**src/pkg/adc_seq_pkg.sv**
```systemverilog
// Register map, field layout and timing constants of the conversion sequencer
package adc_seq_pkg;

	// Register offsets
	localparam logic [7:0] OFS_PRIMARY_CTRL = 8'h00;
	localparam logic [7:0] OFS_FLAGS = 8'h05;
	localparam logic [7:0] OFS_STATUS = 8'h06;
	localparam logic [7:0] OFS_DEBUG_HALT = 8'h07;
	localparam logic [7:0] OFS_ACQUIRE_TIME = 8'h08;
	localparam logic [7:0] OFS_ACC_FORMAT = 8'h09;
	localparam logic [7:0] OFS_COMMAND = 8'h0A;
	localparam logic [7:0] OFS_AMP_CTRL = 8'h0B;
	localparam logic [7:0] OFS_POS_SEL = 8'h0C;
	localparam logic [7:0] OFS_NEG_SEL = 8'h0D;
	localparam logic [7:0] OFS_RESULT0 = 8'h10;
	localparam logic [7:0] OFS_RESULT1 = 8'h11;
	localparam logic [7:0] OFS_RESULT2 = 8'h12;
	localparam logic [7:0] OFS_RESULT3 = 8'h13;
	localparam logic [7:0] OFS_SAMPLE0 = 8'h14;
	localparam logic [7:0] OFS_SAMPLE1 = 8'h15;

	// Field positions
	localparam int BIT_ENABLE = 0;
	localparam int BIT_TRIG_OVR = 5;
	localparam int BIT_BUSY = 0;
	localparam int BIT_RUN_HALTED = 0;
	localparam int BIT_CONT_RESTART = 5;
	localparam int BIT_MSB_ALIGN = 4;
	localparam int BIT_TWO_INPUT = 7;
	localparam int BIT_AMP_EN = 0;

	// Reset values
	localparam logic [7:0] RST_ZERO = 8'h00;
	localparam logic [7:0] RST_AMP_CTRL = 8'h04;

	// Conversion modes
	localparam logic [2:0] MODE_ONE_SHOT_EIGHT_BIT = 3'h0;
	localparam logic [2:0] MODE_ONE_SHOT_TWELVE_BIT = 3'h1;
	localparam logic [2:0] MODE_SERIES = 3'h2;
	localparam logic [2:0] MODE_SERIES_SCALED = 3'h3;
	localparam logic [2:0] MODE_BURST = 3'h4;
	localparam logic [2:0] MODE_BURST_SCALED = 3'h5;

	// Start field values
	localparam logic [2:0] START_STOP = 3'h0;
	localparam logic [2:0] START_NOW = 3'h1;
	localparam logic [2:0] START_ON_POSITIVE_SELECT_WRITE = 3'h2;
	localparam logic [2:0] START_ON_NEGATIVE_SELECT_WRITE = 3'h3;
	localparam logic [2:0] START_ON_EVENT = 3'h4;

	// Accumulation: largest legal count code (1024 samples)
	localparam logic [3:0] ACC_CODE_MAX = 4'hA;

	// Amplifier sampling lengths in converter clock cycles
	localparam logic [7:0] AMP_CYCLES_SHORT = 8'h06;
	localparam logic [7:0] AMP_CYCLES_MID = 8'h0F;
	localparam logic [7:0] AMP_CYCLES_LONG = 8'h14;

	// Settling wait after an input or amplifier change, in cycles
	localparam logic [7:0] SETTLE_CYCLES = 8'h04;

	typedef enum logic [1:0] {
		ST_IDLE,
		ST_ACQUIRE,
		ST_AMP_ACQUIRE,
		ST_CONVERT
	} seq_state_e;

endpackage : adc_seq_pkg

```
**src/hdl/adc_conversion_sequencer.sv**
```systemverilog
// Conversion sequencer: registers, trigger handling, acquisition timing, accumulation
`timescale 1ns/1ps
`default_nettype none

// How it works
// - Debug halt with run bit clear stops new starts; running work completes.
// - With run bit set, debug halt has no effect on operation.
// - Without amplifier, acquisition lasts acquire length plus half a cycle.
// - With amplifier, acquisition lasts length plus one, then amplifier sampling.
// - Continuous restart launches a new conversion once the last one completes.
// - Alignment bit puts single and scaled results at the top of the 16-bit field.
// - Count code 0 means no summing; 1..10 sum 2..1024 samples.
// - Latest individual sample stays readable apart from the accumulated result.
// - Two-input bit selects unsigned single-ended or signed differential conversion.
// - Mode 0 converts once at 8 bits, mode 1 once at 12 bits.
// - Series modes take one trigger per conversion; mode 3 scales the sum.
// - Burst modes run all conversions from one trigger; mode 5 scales.
// - Leaving an accumulating mode for a single mode clears the accumulator.
// - Writing start value 0 aborts any conversion in progress.
// - Start value 1 converts at once and returns to 0 unless continuous.
// - Start values 2 and 3 fire on writes to the input selectors.
// - Start value 4 fires on an incoming event; above 4 never fires.
// - Writing start value 1 while disabled stores the stop value instead.
// - A trigger arriving during a conversion sets the overrun flag.
// - Busy reads 1 during conversion, settling or a pending trigger, 0 once all end.
module adc_conversion_sequencer (
	// Clock and reset
	input wire logic mclk_i,
	input wire logic rst_n_i,
	// Register port
	input wire logic [7:0] addr_i,
	input wire logic [7:0] wdata_i,
	input wire logic wr_i,
	input wire logic rd_i,
	output logic [7:0] rdata_o,
	// System inputs
	input wire logic debug_halted_i,
	input wire logic event_trigger_i,
	// Analog core
	output logic core_acquire_o,
	output logic core_acquire_half_o,
	output logic core_amp_sample_o,
	output logic core_start_o,
	output logic core_eight_bit_o,
	output logic core_two_input_o,
	output logic core_amp_enable_o,
	output logic [5:0] core_positive_select_o,
	output logic [5:0] core_negative_select_o,
	input wire logic core_done_i,
	input wire logic [11:0] core_data_i
);
	import adc_seq_pkg::*;

	// Shifts a value to the top of the 16-bit field when alignment is requested
	function automatic logic [31:0] align_out(input logic [31:0] v, input logic [4:0] w,
		input logic left);
		logic [4:0] sh;
		sh = 5'd16 - w;
		align_out = left ? (v << sh) : v;
	endfunction : align_out

	logic enable_q;
	logic run_while_halted_q;
	logic [7:0] acquire_length_q;
	logic continuous_restart_q;
	logic msb_align_output_q;
	logic [3:0] accumulation_count_q;
	logic two_input_select_q;
	logic [2:0] mode_q;
	logic [2:0] start_q;
	logic [7:0] amplifier_control_q;
	logic [1:0] via_q;
	logic [5:0] positive_input_selector_q;
	logic [5:0] negative_input_selector_q;
	logic trigger_overrun_flag_q;
	logic [31:0] result_q;
	logic [15:0] sample_q;
	logic [31:0] acc_q;
	logic [10:0] acc_num_q;
	logic pend_q;
	logic start_pulse_q;
	logic [7:0] rdata_q;
	seq_state_e state_q;

	// Decoded writes
	logic wr_ctrl, wr_cmd, wr_pos, wr_neg, wr_amp, wr_flags;
	assign wr_ctrl = wr_i && (addr_i == OFS_PRIMARY_CTRL);
	assign wr_cmd = wr_i && (addr_i == OFS_COMMAND);
	assign wr_pos = wr_i && (addr_i == OFS_POS_SEL);
	assign wr_neg = wr_i && (addr_i == OFS_NEG_SEL);
	assign wr_amp = wr_i && (addr_i == OFS_AMP_CTRL);
	assign wr_flags = wr_i && (addr_i == OFS_FLAGS);

	// Mode and path decode
	logic acc_mode, burst_mode, scaled_mode, mode_valid, amp_path, halt_block;
	logic [3:0] acc_code;
	logic [10:0] acc_target;
	logic [7:0] amp_len;
	assign acc_mode = (mode_q >= MODE_SERIES) && (mode_q <= MODE_BURST_SCALED);
	assign burst_mode = (mode_q == MODE_BURST) || (mode_q == MODE_BURST_SCALED);
	assign scaled_mode = (mode_q == MODE_SERIES_SCALED) || (mode_q == MODE_BURST_SCALED);
	assign mode_valid = (mode_q <= MODE_BURST_SCALED);
	// Reserved count codes fall back to no summing
	assign acc_code = (accumulation_count_q > ACC_CODE_MAX) ? 4'h0 : accumulation_count_q;
	assign acc_target = 11'h001 << acc_code;
	assign amp_path = (via_q == 2'h1) && amplifier_control_q[BIT_AMP_EN];
	assign halt_block = debug_halted_i && !run_while_halted_q;

	always_comb begin
		case (amplifier_control_q[2:1])
			2'h0: amp_len = AMP_CYCLES_SHORT;
			2'h1: amp_len = AMP_CYCLES_MID;
			default: amp_len = AMP_CYCLES_LONG;
		endcase
	end

	// Trigger sources; start values above 4 match none of them
	logic ext_trig, stop_wr, now_wr;
	assign now_wr = wr_cmd && (wdata_i[2:0] == START_NOW) && enable_q;
	assign stop_wr = wr_cmd && (wdata_i[2:0] == START_STOP);
	assign ext_trig = now_wr
		|| (wr_pos && start_q == START_ON_POSITIVE_SELECT_WRITE)
		|| (wr_neg && start_q == START_ON_NEGATIVE_SELECT_WRITE)
		|| (event_trigger_i && start_q == START_ON_EVENT);

	// Timers: one for the acquisition windows, one for settling waits
	logic tmr_load, tmr_last, settle_load, settle_busy;
	logic [7:0] tmr_len;
	cycle_timer u_acq_timer (
		.mclk_i(mclk_i),
		.rst_n_i(rst_n_i),
		.load_i(tmr_load),
		.abort_i(stop_wr),
		.len_i(tmr_len),
		.active_o(),
		.last_o(tmr_last)
	);
	cycle_timer u_settle_timer (
		.mclk_i(mclk_i),
		.rst_n_i(rst_n_i),
		.load_i(settle_load),
		.abort_i(1'b0),
		.len_i(SETTLE_CYCLES - 8'h01),
		.active_o(settle_busy),
		.last_o()
	);
	assign settle_load = wr_pos || wr_neg || wr_amp || (wr_ctrl && wdata_i[BIT_ENABLE] && !enable_q);

	// Sequencing decisions
	logic launch, conv_done, batch_full, complete, restart;
	logic [31:0] smp_ext, acc_sum, scaled, eight_ext;
	assign launch = pend_q && (state_q == ST_IDLE) && !settle_busy && !halt_block
		&& enable_q && mode_valid && !stop_wr;
	assign conv_done = (state_q == ST_CONVERT) && core_done_i;
	// Differential samples are signed, single-ended ones unsigned
	assign smp_ext = two_input_select_q ? {{20{core_data_i[11]}}, core_data_i}
		: {20'h00000, core_data_i};
	assign eight_ext = two_input_select_q ? {{24{core_data_i[7]}}, core_data_i[7:0]}
		: {24'h000000, core_data_i[7:0]};
	assign acc_sum = acc_q + smp_ext;
	assign batch_full = (acc_num_q + 11'h001) == acc_target;
	assign complete = conv_done && (!acc_mode || batch_full);
	assign scaled = $signed(acc_sum) >>> acc_code;
	assign restart = complete && continuous_restart_q && enable_q && (start_q != START_STOP);

	// Acquisition timer loads: input window, then optional amplifier window
	always_comb begin
		tmr_load = 1'b0;
		tmr_len = acquire_length_q;
		if (launch) begin
			tmr_load = 1'b1;
		end else if (conv_done && acc_mode && burst_mode && !batch_full) begin
			tmr_load = 1'b1;
		end else if (state_q == ST_ACQUIRE && tmr_last && amp_path) begin
			tmr_load = 1'b1;
			tmr_len = amp_len - 8'h01;
		end
	end

	// Main sequencer
	always_ff @(posedge mclk_i) begin
		if (!rst_n_i) begin
			state_q <= ST_IDLE;
		end else if (stop_wr) begin
			state_q <= ST_IDLE;
		end else begin
			case (state_q)
				ST_IDLE: begin
					if (launch) begin
						state_q <= ST_ACQUIRE;
					end
				end
				ST_ACQUIRE: begin
					if (tmr_last) begin
						state_q <= amp_path ? ST_AMP_ACQUIRE : ST_CONVERT;
					end
				end
				ST_AMP_ACQUIRE: begin
					if (tmr_last) begin
						state_q <= ST_CONVERT;
					end
				end
				ST_CONVERT: begin
					if (conv_done) begin
						// A running burst finishes even under debug halt
						if (acc_mode && burst_mode && !batch_full) begin
							state_q <= ST_ACQUIRE;
						end else begin
							state_q <= ST_IDLE;
						end
					end
				end
				default: state_q <= ST_IDLE;
			endcase
		end
	end

	// Conversion start pulse to the core at the end of the acquisition windows
	always_ff @(posedge mclk_i) begin
		if (!rst_n_i) begin
			start_pulse_q <= 1'b0;
		end else begin
			start_pulse_q <= !stop_wr && tmr_last
				&& ((state_q == ST_ACQUIRE && !amp_path) || state_q == ST_AMP_ACQUIRE);
		end
	end

	// Pending trigger: waits out settling or a debug halt before it launches
	always_ff @(posedge mclk_i) begin
		if (!rst_n_i) begin
			pend_q <= 1'b0;
		end else if (stop_wr) begin
			pend_q <= 1'b0;
		end else if (restart) begin
			pend_q <= 1'b1;
		end else if (ext_trig && state_q == ST_IDLE) begin
			pend_q <= 1'b1;
		end else if (launch) begin
			pend_q <= 1'b0;
		end
	end

	// Overrun: set wins over a clear written in the same cycle
	always_ff @(posedge mclk_i) begin
		if (!rst_n_i) begin
			trigger_overrun_flag_q <= 1'b0;
		end else if (ext_trig && (state_q != ST_IDLE || pend_q)) begin
			trigger_overrun_flag_q <= 1'b1;
		end else if (wr_flags && wdata_i[BIT_TRIG_OVR]) begin
			trigger_overrun_flag_q <= 1'b0;
		end
	end

	// Accumulator, latest sample and result
	always_ff @(posedge mclk_i) begin
		if (!rst_n_i) begin
			acc_q <= 32'h00000000;
			acc_num_q <= 11'h000;
			sample_q <= 16'h0000;
			result_q <= 32'h00000000;
		end else if (wr_cmd && acc_mode && wdata_i[6:4] <= MODE_ONE_SHOT_TWELVE_BIT) begin
			acc_q <= 32'h00000000;
			acc_num_q <= 11'h000;
		end else if (conv_done) begin
			sample_q <= smp_ext[15:0];
			if (!acc_mode) begin
				if (mode_q == MODE_ONE_SHOT_EIGHT_BIT) begin
					result_q <= align_out(eight_ext, 5'd8, msb_align_output_q);
				end else begin
					result_q <= align_out(smp_ext, 5'd12, msb_align_output_q);
				end
			end else if (batch_full) begin
				acc_q <= 32'h00000000;
				acc_num_q <= 11'h000;
				// Unscaled sums may exceed 16 bits, so alignment applies to scaled sums only
				if (scaled_mode) begin
					result_q <= align_out(scaled, 5'd12, msb_align_output_q);
				end else begin
					result_q <= acc_sum;
				end
			end else begin
				acc_q <= acc_sum;
				acc_num_q <= acc_num_q + 11'h001;
			end
		end
	end

	// Software registers
	always_ff @(posedge mclk_i) begin
		if (!rst_n_i) begin
			enable_q <= RST_ZERO[0];
			run_while_halted_q <= RST_ZERO[0];
			acquire_length_q <= RST_ZERO;
			continuous_restart_q <= RST_ZERO[0];
			msb_align_output_q <= RST_ZERO[0];
			accumulation_count_q <= RST_ZERO[3:0];
			two_input_select_q <= RST_ZERO[0];
			mode_q <= RST_ZERO[2:0];
			amplifier_control_q <= RST_AMP_CTRL;
			via_q <= RST_ZERO[1:0];
			positive_input_selector_q <= RST_ZERO[5:0];
			negative_input_selector_q <= RST_ZERO[5:0];
		end else if (wr_i) begin
			case (addr_i)
				OFS_PRIMARY_CTRL: enable_q <= wdata_i[BIT_ENABLE];
				OFS_DEBUG_HALT: run_while_halted_q <= wdata_i[BIT_RUN_HALTED];
				OFS_ACQUIRE_TIME: acquire_length_q <= wdata_i;
				OFS_ACC_FORMAT: begin
					continuous_restart_q <= wdata_i[BIT_CONT_RESTART];
					msb_align_output_q <= wdata_i[BIT_MSB_ALIGN];
					accumulation_count_q <= wdata_i[3:0];
				end
				OFS_COMMAND: begin
					two_input_select_q <= wdata_i[BIT_TWO_INPUT];
					mode_q <= wdata_i[6:4];
				end
				OFS_AMP_CTRL: amplifier_control_q <= wdata_i;
				// The path select is shared by both selector registers
				OFS_POS_SEL: begin
					via_q <= wdata_i[7:6];
					positive_input_selector_q <= wdata_i[5:0];
				end
				OFS_NEG_SEL: begin
					via_q <= wdata_i[7:6];
					negative_input_selector_q <= wdata_i[5:0];
				end
				default: ;
			endcase
		end
	end

	// Start field: written by software, cleared by hardware after a one-off start
	always_ff @(posedge mclk_i) begin
		if (!rst_n_i) begin
			start_q <= RST_ZERO[2:0];
		end else if (wr_cmd) begin
			if (wdata_i[2:0] == START_NOW && !enable_q) begin
				start_q <= START_STOP;
			end else begin
				start_q <= wdata_i[2:0];
			end
		end else if (complete && start_q == START_NOW && !continuous_restart_q) begin
			start_q <= START_STOP;
		end
	end

	// Read data stands in the cycle after the strobe; unmapped addresses read zero
	always_ff @(posedge mclk_i) begin
		if (!rst_n_i) begin
			rdata_q <= 8'h00;
		end else if (rd_i) begin
			case (addr_i)
				OFS_PRIMARY_CTRL: rdata_q <= {7'h00, enable_q};
				OFS_FLAGS: rdata_q <= {2'h0, trigger_overrun_flag_q, 5'h00};
				OFS_STATUS: rdata_q <= {7'h00, (state_q != ST_IDLE) || pend_q || settle_busy};
				OFS_DEBUG_HALT: rdata_q <= {7'h00, run_while_halted_q};
				OFS_ACQUIRE_TIME: rdata_q <= acquire_length_q;
				OFS_ACC_FORMAT: rdata_q <= {2'h0, continuous_restart_q, msb_align_output_q,
					accumulation_count_q};
				OFS_COMMAND: rdata_q <= {two_input_select_q, mode_q, 1'b0, start_q};
				OFS_AMP_CTRL: rdata_q <= amplifier_control_q;
				OFS_POS_SEL: rdata_q <= {via_q, positive_input_selector_q};
				OFS_NEG_SEL: rdata_q <= {via_q, negative_input_selector_q};
				OFS_RESULT0: rdata_q <= result_q[7:0];
				OFS_RESULT1: rdata_q <= result_q[15:8];
				OFS_RESULT2: rdata_q <= result_q[23:16];
				OFS_RESULT3: rdata_q <= result_q[31:24];
				OFS_SAMPLE0: rdata_q <= sample_q[7:0];
				OFS_SAMPLE1: rdata_q <= sample_q[15:8];
				default: rdata_q <= 8'h00;
			endcase
		end
	end

	// Core controls; the half flag tells the core to close the window half a cycle early
	assign rdata_o = rdata_q;
	assign core_acquire_o = (state_q == ST_ACQUIRE);
	assign core_acquire_half_o = !amp_path;
	assign core_amp_sample_o = (state_q == ST_AMP_ACQUIRE);
	assign core_start_o = start_pulse_q;
	assign core_eight_bit_o = (mode_q == MODE_ONE_SHOT_EIGHT_BIT);
	assign core_two_input_o = two_input_select_q;
	assign core_amp_enable_o = amp_path;
	assign core_positive_select_o = positive_input_selector_q;
	assign core_negative_select_o = two_input_select_q ? negative_input_selector_q : 6'h00;

endmodule : adc_conversion_sequencer

`default_nettype wire

```
**src/hdl/cycle_timer.sv**
```systemverilog
// Loadable down counter that holds a window open for a programmed number of cycles
`timescale 1ns/1ps
`default_nettype none

module cycle_timer (
	// Clock and reset
	input wire logic mclk_i,
	input wire logic rst_n_i,
	// Control
	input wire logic load_i,
	input wire logic abort_i,
	input wire logic [7:0] len_i,
	// Status
	output logic active_o,
	output logic last_o
);

	logic [7:0] cnt_q;
	logic run_q;

	// Window stays open for len_i + 1 cycles after a load
	always_ff @(posedge mclk_i) begin
		if (!rst_n_i) begin
			cnt_q <= 8'h00;
			run_q <= 1'b0;
		end else if (abort_i) begin
			cnt_q <= 8'h00;
			run_q <= 1'b0;
		end else if (load_i) begin
			cnt_q <= len_i;
			run_q <= 1'b1;
		end else if (run_q) begin
			if (cnt_q == 8'h00) begin
				run_q <= 1'b0;
			end else begin
				cnt_q <= cnt_q - 8'h01;
			end
		end
	end

	// Last cycle of the window, seen by the sequencer to move on
	assign active_o = run_q;
	assign last_o = run_q && (cnt_q == 8'h00);

endmodule : cycle_timer

`default_nettype wire

```
**config.mk**
```make
export PLATFORM = sky130hd
export DESIGN_NAME = adc_conversion_sequencer
export DESIGN_NICKNAME = d
export VERILOG_FILES = /design/src/pkg/adc_seq_pkg.sv /design/src/hdl/adc_conversion_sequencer.sv /design/src/hdl/cycle_timer.sv
export SDC_FILE = /design/constraint.sdc
export NUM_CORES = 1
export LEC_CHECK = 0
export ABC_AREA = 1
export BUFFER_PORTS_ARGS = -buffer_cell sky130_fd_sc_hd__buf_4
export CORE_ASPECT_RATIO = 0.8
export CORE_MARGIN = 3
export CORE_UTILIZATION = 58
export DETAILED_ROUTE_END_ITERATION = 10
export PLACE_DENSITY = 0.78
export RECOVER_POWER = 50
export SETUP_SLACK_MARGIN = 0.1
export SLEW_MARGIN = 10
export SYNTH_ARGS = -nofsm -noshare
export SYNTH_HDL_FRONTEND = slang
export SYNTH_SLANG_ARGS = --single-unit
```
**constraint.sdc**
```tcl
create_clock -name mclk_i -period 4.6 [get_ports mclk_i]
set_input_delay 0.46 -clock mclk_i [delete_from_list [all_inputs] [get_ports mclk_i]]
set_output_delay 0.46 -clock mclk_i [all_outputs]
set_load 0.01 [all_outputs]
```
; Word-level counts from Yosys, hierarchy flattened
; Cells that the tools add are included.
[totals]
ff_bits = 167
latchBits = 0
ram_bits = 0
romBits = 0
in_bits = 35
out_inout_bits = 27
n_memories = 0
[op_classes]
add_sub_neg = 5
multipliers = 0
div = 0
order_cmp = 4
n_eq_ne = 36
shift = 2
muxes = 48
bitwise_logic = 3
reduce_logical = 102
[op_table]
columns = cell, count
row1 = 2-to-1 mux 32 bit, 10
row2 = case mux 8 bit (16 select lines), 1
row3 = == test 8 x 4 -> 1 bit (second input constant), 6
row4 = == test 8 x 5 -> 1 bit (second input constant), 6
row5 = 2-to-1 mux 8 bit, 6
row6 = logical AND 1 bit, 47
row7 = adder 32 bit, 1
row8 = >>> shifter 32 x 4 -> 32 bit, 1
row9 = AND reduction 2 bit, 14
row10 = == test 8 x 3 -> 1 bit (second input constant), 3
row11 = zero test 8 bit, 3
row12 = subtractor 8 x 1 -> 8 bit (second input constant), 3
row13 = 2-to-1 mux 1 bit, 16
row14 = 2-to-1 mux 2 bit, 7
row15 = logical OR 1 bit, 12
row16 = adder 11 x 1 -> 11 bit (second input constant), 1
row17 = == test 11 bit, 1
row18 = 2-to-1 mux 11 bit, 1
row19 = << shifter 1 x 4 -> 11 bit (first input constant), 1
row20 = case mux 5 bit (2 select lines), 1
row21 = nonzero test 2 bit, 5
row22 = == test 3 x 2 -> 1 bit (second input constant), 3
row23 = == test 3 bit (second input constant), 3
row24 = zero test 1 bit, 9
row25 = other kinds (20), 39

; Longest topological paths before layout
; Gate-level depths: netlist of the first run.
[depth]
word_depth = 10
depth_mapped = 25

; Cells and area by module
; Synthesis of the first run repeated with hierarchy kept, for this count alone.
[hier_totals]
cells_unflattened = 2214
hier_area_um2 = 13130.1
[modules_own_cells]
columns = module, instances, cells_each, area_each_um2, seq_area_each_um2
row1 = adc_conversion_sequencer, 1, 1998, 11858.9, 2922.8
row2 = cycle_timer, 2, 108, 635.6, 180.2

; Least setup slack after synthesis of the first run
; No wires, ideal clock.
[synth_timing]
path_type = input -> register
start = input port core_data_i[0]
end = register result_q[5]
arrival_ps = 2736
required_ps = 4530
path_slack_ps = 1794
stages = 18
n_path_buf = 0
cell_sequence = ha_1 -> fa_1 -> nand3_1 -> nand3_1 -> nand2_1 -> nand2_1 -> nand2_1 -> nand2_1 -> xor2_1 -> o21ai_0 -> or2_2 -> nand3_1 -> nand2_1 -> o21ai_1 -> nand2_1 -> nand3_1 -> nand2_1 -> a21oi_1
[synth_between]
elab_chain_cells = 7
[synth_lines]
columns = item, line
row1 = start: declaration, adc_conversion_sequencer.sv:50  ; input wire logic [11:0] core_data_i
row2 = 2-to-1 mux 32 bit *, adc_conversion_sequencer.sv:156  ; assign smp_ext = two_input_select_q ? {{20{core_data_i[11]}}, core_data_i}
row3 = adder 32 bit *, adc_conversion_sequencer.sv:160  ; assign acc_sum = acc_q + smp_ext;
row4 = >>> shifter 32 x 4 -> 32 bit, adc_conversion_sequencer.sv:163  ; assign scaled = $signed(acc_sum) >>> acc_code;
row5 = 2-to-1 mux 32 bit, adc_conversion_sequencer.sv:59  ; align_out = left ? (v << sh) : v;
row6 = 2-to-1 mux 32 bit *, adc_conversion_sequencer.sv:276  ; if (scaled_mode) begin
row7 = 2-to-1 mux 32 bit *, adc_conversion_sequencer.sv:272  ; end else if (batch_full) begin
row8 = 2-to-1 mux 32 bit *, adc_conversion_sequencer.sv:266  ; if (!acc_mode) begin
row9 = end signal: assignment, adc_conversion_sequencer.sv:268  ; result_q <= align_out(eight_ext, 5'd8, msb_align_output_q);
row10 = end signal: assignment, adc_conversion_sequencer.sv:277  ; result_q <= align_out(scaled, 5'd12, msb_align_output_q);
row11 = end signal: assignment, adc_conversion_sequencer.sv:279  ; result_q <= acc_sum;
row12 = end: declaration, adc_conversion_sequencer.sv:76  ; logic [31:0] result_q;
; Every way passes the cells marked *; elsewhere a longest branch is shown, timed or not. The select of a mux whose other input is x is not followed.
; A chain may end at the register's enable or synchronous reset.

; Final worst setup path of the first run
[layout_timing]
start = register two_input_select_q, in the netlist core_two_input_o
end = register result_q[6]
[layout_between]
elab_chain_cells = 7
[layout_lines]
columns = item, line
row1 = start: declaration, adc_conversion_sequencer.sv:68  ; logic two_input_select_q;
row2 = start signal: assignment, adc_conversion_sequencer.sv:297  ; two_input_select_q <= RST_ZERO[0];
row3 = start signal: assignment, adc_conversion_sequencer.sv:314  ; two_input_select_q <= wdata_i[BIT_TWO_INPUT];
row4 = 2-to-1 mux 32 bit, adc_conversion_sequencer.sv:156
row5 = adder 32 bit, adc_conversion_sequencer.sv:160
row6 = >>> shifter 32 x 4 -> 32 bit, adc_conversion_sequencer.sv:163
row7 = 2-to-1 mux 32 bit, adc_conversion_sequencer.sv:59
row8 = 2-to-1 mux 32 bit, adc_conversion_sequencer.sv:276
row9 = 2-to-1 mux 32 bit, adc_conversion_sequencer.sv:272
row10 = 2-to-1 mux 32 bit, adc_conversion_sequencer.sv:266
; Every way passes these cells. The select of a mux whose other input is x is not followed.

==> run metrics, run 1 <==
share of layout cells above drive strength 1=5.42%; Worst Setup Start Kind=register; TritonCTS Sinks=164; Die X-Extent=170 um; total negative slack=0 ps; largest cells by area after synthesis=dfxtp_1 26%, nand2_1 19%, nand3_1 14%; site row count=47; largest fanout on the critical path=26; Synth area leader=dfxtp_1; Syn Inst Count=2136; FMAX=264 MHz; first-pass GRT wire length=69700 um; Post-Syn Nets=2194; Finished Layout Cells=2426; io pins=62; final wirelength=44800 um; Netlist Area Pre-Place=12500 um^2; Area growth, synth to finish=8.15%; CTS tree=done; drt initial violations=2533; Hold WC Path Type=input pin to register; CP endpoint kind=register; post-synthesis sequential element count=164; WP data required=4970 ps; Tmin final=3790 ps; Initial Util=59.7%; type of the worst setup path=register to register; Root Buffer=clkbuf_16; global route overflow=0; clock skew=15.2 ps; Clock Tree Buf Depth=2; Synth Area per Inst=5.84 um^2; post_cts resized=0; total power=3.21 mW; die area=23300 um^2; P per Cell Area=238 nW/um^2; CTS Hold Buffers Added=0; Port Buf Inserts=61; ANT nets after route=0; Core Region=20900 um^2; leakage=6.11 nW; Nets=2202; Post-Place Cells=2394; Final setup viols=0; hold_ws=329 ps; drt first pass iters=7; Clock H-tree levels=4; Worst Path Arrival=4170 ps; worst-margin pin slew=1140 ps; # fillers=2072; drc violations=0; post-synthesis cell type count=51; Fin. Hold Viols=0; Synthesis Warnings=0; Place WS=1040 ps; Tcrit/Tclk final=82.4%; sequential share of the synthesized area=26.3%; Max Transition Viols Final=0; Num CTS Buffers=17; largest net degree at the start of global routing=74; post-synth top area share=26.3%; Clock Latency Late Sink=450 ps; most frequent cells in the layout=636 x nand2_1, 344 x nand3_1, 227 x inv_1; GRT Overall Usage=37.9%; vias in the first global route=13000; number of vias per cell=6.09; DPL Wire Length=33700 um; setup bufs post-CTS=0; via count=14800; worst vdd ir=0.000279 V; Antenna diodes=0; commonest non-fill, non-tap cell in the layout=nand2_1; RSZ-0062 raised after global routing=false; Worst-path clk slew=70 ps; die height=137 um; Final WS setup=808 ps; Reg2Reg Setup Slack=810 ps; Routed wire per std cell=18.5 um; Max-Cap Viols=0; GPL Wtd Cong=1.01; outcome=finished, final reports clean; Slew Limit Headroom=23.5%; initial antenna violation count=0
cell families (layout without fill, tap and decap cells):
kind of cell               count (synthesis)  in the layout  synth area share, %
and+or+nand+nor                         1206           1206                 41.4
AOI/OAI and AO/OA                        381            381                 17.0
adders and majority gates                 23             23                 2.37
buffers and inverters                    325            346                 10.3
DFF                                      164            164                 26.3
xor gates and xnor gates                  37             37                 2.60
synthesized netlist by cell type (all sizes together):
library cell,number
nor4,5
a22o,4
a41oi,2
inv,232
nor3,26
xor2,24
a21oi,169
a31oi,5
a32o,1
a41o,1
nand3b,2
ha,22
fa,1
a22oi,2
o2111ai,1
clkbuf,53
nand3,347
o22ai,12
buf,37
dfxtp,164
o311ai,1
o21a,2
or3,1
nand2,641
nand4,14
a221oi,22
clkinv,3
xnor2,13
o31ai,3
nor3b,2
o211ai,8
o21bai,1
nor2,160
o21ai,141
or2,8
a211oi,6
path summary, 6_finish.rpt:
kind	cells after the start	endpoint	from
hold / removal	3	rdata_o[1]$_SDFFE_PN0P_	rd_i
setup reg to reg	18	result_q[6]$_SDFFE_PN0P_	core_two_input_o$_SDFFE_PN0P_
setup / recovery	18	result_q[6]$_SDFFE_PN0P_	core_two_input_o$_SDFFE_PN0P_
hold reg to reg	2	amplifier_control_q[4]$_SDFFE_PN0P_	amplifier_control_q[4]$_SDFFE_PN0P_
cell type report:
| cell class | count | area [um^2] | share of cell area [%] |
|---|---|---|---|
| Clock buffer | 18 | 439 | 3.26 |
| Clock inverter | 14 | 155 | 1.15 |
| Sequential cell | 164 | 3280 | 24.3 |
| Timing Repair Buffer | 79 | 489 | 3.63 |
| Tap cell | 269 | 337 | 2.49 |
| Inverter | 235 | 882 | 6.54 |
| Multi-Input combinational cell | 1647 | 7910 | 58.6 |
worst max-delay path, stage by stage, from the launching register on:
cell and delay [ps]:
dfxtp_1 740, buf_4 450, nand3_1 120, nand2_1 160, nand2_1 100, nor2_1 290, nand2_1 90, nand2_1 290
xor2_1 410, nand2_1 130, nand3_1 120, nand2_1 70, nand2_1 60, nand2_1 100, o21ai_1 200, nand2_1 70
nand3_1 140, nand2_1 70, a21oi_1 110
power by group:
part | internal, mW | switching (mW)
registers | 1.44 | 0.0159
logic | 0.0846 | 0.194
clock network | 0.744 | 0.735
flip-flops by register name (all words and copies together) (netlist names), 2 cells and up:
| signal | cells |
|---|---|
| amplifier_control_q | 8 |
| result_q | 32 |
| u_acq_timer.cnt_q | 8 |
| accumulation_count_q | 4 |
| u_settle_timer.cnt_q | 8 |
| mode_q | 3 |
| core_positive_select_o | 6 |
| acc_q | 32 |
| acc_num_q | 11 |
| negative_input_selector_q | 6 |
| rdata_o | 8 |
| acquire_length_q | 8 |
| state_q | 2 |
| start_q | 3 |
| sample_q | 13 |
| via_q | 2 |
layer usage:
layer,part of all wire (%),vias to the layer above,track usage (%),routed length (um)
li1,-,7096,-,-
met1,44,6647,56.6,19600
met2,40,954,52.6,17800
met3,14,87,10.6,6400
met4,2.4,0,10.9,1070
met5,0,-,0,0
metrics by stage:
step | area, um^2 | utilization [%]
finish | 13500 | 64.6
global route | 13500 | 64.6
CTS | 13600 | 65.2
detailed placement | 13000 | 62.3
global placement | 13000 | 62.3
floorplan | 12500 | -
(Power assumes the default switching activity.)
==> run 2, diff against run 1 <==
clock period = 3.6 ns   (was 4.6 ns; I/O delays follow)
==> run metrics, run 2 (synthesis gave the netlist of run 1 again) <==
vias in the first global route=13200; ANT nets after route=0; Max Transition Viols Final=0; drc violations=0; final wirelength=44900 um; worst-margin pin slew=864 ps; type of the worst setup path=register to register; Clock Tree Buf Depth=2; TritonCTS Sinks=164; Clock Latency Late Sink=440 ps; hold_ws=223 ps; GPL Wtd Cong=1.03; GRT Overall Usage=37.7%; largest fanout on the critical path=18; CTS tree=done; CTS Hold Buffers Added=0; Worst Path Arrival=3650 ps; Most Crowded Layer GR=met1; placed cell area=13200 um^2; min-delay src=wdata_i[3]; Finished Layout Cells=2443; Core Util, Final=65.4%; FF-to-FF End=result_q[11]$_SDFFE_PN0P_; # fillers=2034; commonest non-fill, non-tap cell in the layout=nand2_1; Fin. Hold Viols=0; crit path cell chain=ha_1, nand2_1, nor3_1, nand2_1, nor2_2, xor2_2, o21ai_0, nor3b_2, nand3_2, a21oi_4, nand2_4, buf_4, a21oi_1, nand2_1, a21oi_1; setup bufs post-CTS=0; Hold WC Path Type=input pin to register; initial antenna violation count=0; outcome=finished, final reports clean; P per Cell Area=301 nW/um^2; reg-to-reg startpoint=acc_num_q[0]$_SDFFE_PP0P_; RSZ-0062 raised after global routing=false; Routed wire per std cell=18.4 um; Clock H-tree levels=4; first-pass GRT wire length=69600 um; Root Buffer=clkbuf_16; Worst-path clk slew=80 ps; GR Util met3=13.1%; FMAX=305 MHz; via count=15100; Port Buf Inserts=61; Nets=2218; Die X-Extent=170 um; drt first pass iters=11; Tmin final=3280 ps; Max-Cap Viols=0; die area=23300 um^2; Post-Place Cells=2410; io pins=62; most used cell, CP=nand2_1; worst vdd ir=0.000324 V; Worst Setup SP=acc_num_q[0]$_SDFFE_PP0P_; Core Region=20900 um^2; largest net degree at the start of global routing=74; WP data required=3970 ps; Area growth, synth to finish=9.54%; share of layout cells above drive strength 1=6.21%; Reg2Reg Setup Slack=320 ps; number of vias per cell=6.16; DPL Wire Length=34200 um; Num CTS Buffers=17; worst-case reg-to-reg path depth=15; CP Capture Point=result_q[11]$_SDFFE_PN0P_; Critical-path top delay cell=dfxtp_1; met2 GRT Util=52.2%; Tcrit/Tclk final=91.1%; leakage=6.19 nW; largest registers=acc_q: 32 flops, result_q: 32 flops, sample_q: 13 flops; grt met1 use=56.4%; global route overflow=0; drt initial violations=2502; most frequent cells in the layout=633 x nand2_1, 344 x nand3_1, 227 x inv_1; die height=137 um; CP endpoint kind=register; Initial Util=59.7%; clock skew=17.7 ps; site row count=47; Slew Limit Headroom=41.9%; fin area=13700 um^2; post_cts resized=0; Final setup viols=0; Worst Setup Start Kind=register; Critical Path Max Stage Delay=410 ps
==> run 2: cell types whose count changed in the layout (fill, tap and decap cells not counted), moves of 2 or more <==
cell,before,now
buf_4,50,62
clkbuf_1,27,31
clkinv_4,1,4
clkinvlp_4,2,0
nand2_1,636,633
nand2_2,4,6
xor2_1,24,22
==> run 2: worst min-delay path by stage <==
| stage | depth (start not counted) | slack (ps) | to |
|---|---|---|---|
| 2_1_floorplan | 2 | 430 | amplifier_control_q[4]$_SDFFE_PN0P_ |
| 3_3_place_gp | 2 | 440 | amplifier_control_q[4]$_SDFFE_PN0P_ |
| 3_5_place_dp | 2 | 450 | amplifier_control_q[4]$_SDFFE_PN0P_ |
| 4_1_cts | 3 | 230 | core_positive_select_o[3]$_SDFFE_PN0P_ |
| 5_1_grt | 3 | 230 | amplifier_control_q[2]$_SDFFE_PN1P_ |
| 6_report | 3 | 220 | core_positive_select_o[3]$_SDFFE_PN0P_ |
==> run 2: metrics by stage <==
| stage | setup slack, ps | total power, mW | setup TNS (ps) |
|---|---|---|---|
| final | 321 | 4.11 | 0 |
| after global routing | 111 | 4.22 | 0 |
| after CTS | 177 | 4.09 | 0 |
| after detailed placement | -0.328 | 2.26 | -0.328 |
| after global placement | -17.9 | 2.25 | -17.9 |
| after floorplan | 894 | 2.12 | 0 |
==> run 2: report_power, final <==
group	total (mW)	leakage, nW	internal, mW	switching (mW)
Sequential	1.86	1.32	1.84	0.0206
Clock	1.88	0.287	0.935	0.949
Combinational	0.364	4.58	0.111	0.254
==> run 2: per-layer routing <==
layer	wire length, um	part of all wire (%)
met1	19800	44
met2	17500	39
met3	6730	15
met4	806	1.8
met5	0	0
==> run 2: layout make-up <==
cell class / instances / area [um^2] / area share (%)
timing repair buffer: 95 / 613 / 4.49
clock buffer: 18 / 429 / 3.14
clock inverter: 14 / 158 / 1.15
tap: 269 / 337 / 2.46
antenna: 1 / 2.50 / 0.0183
multi-input combinational: 1647 / 7960 / 58.3
sequential: 164 / 3280 / 24.0
inverter: 235 / 882 / 6.46
==> run 2: critical path, delay by kind of cell (launching register included) <==
| family | cells | cell delay (ps) |
|---|---|---|
| xor gates and xnor gates | 1 | 230 |
| DFF | 1 | 410 |
| and+or+nand+nor | 8 | 1350 |
| adders and majority gates | 1 | 230 |
| AOI/OAI and AO/OA | 4 | 730 |
| buffers and inverters | 1 | 260 |
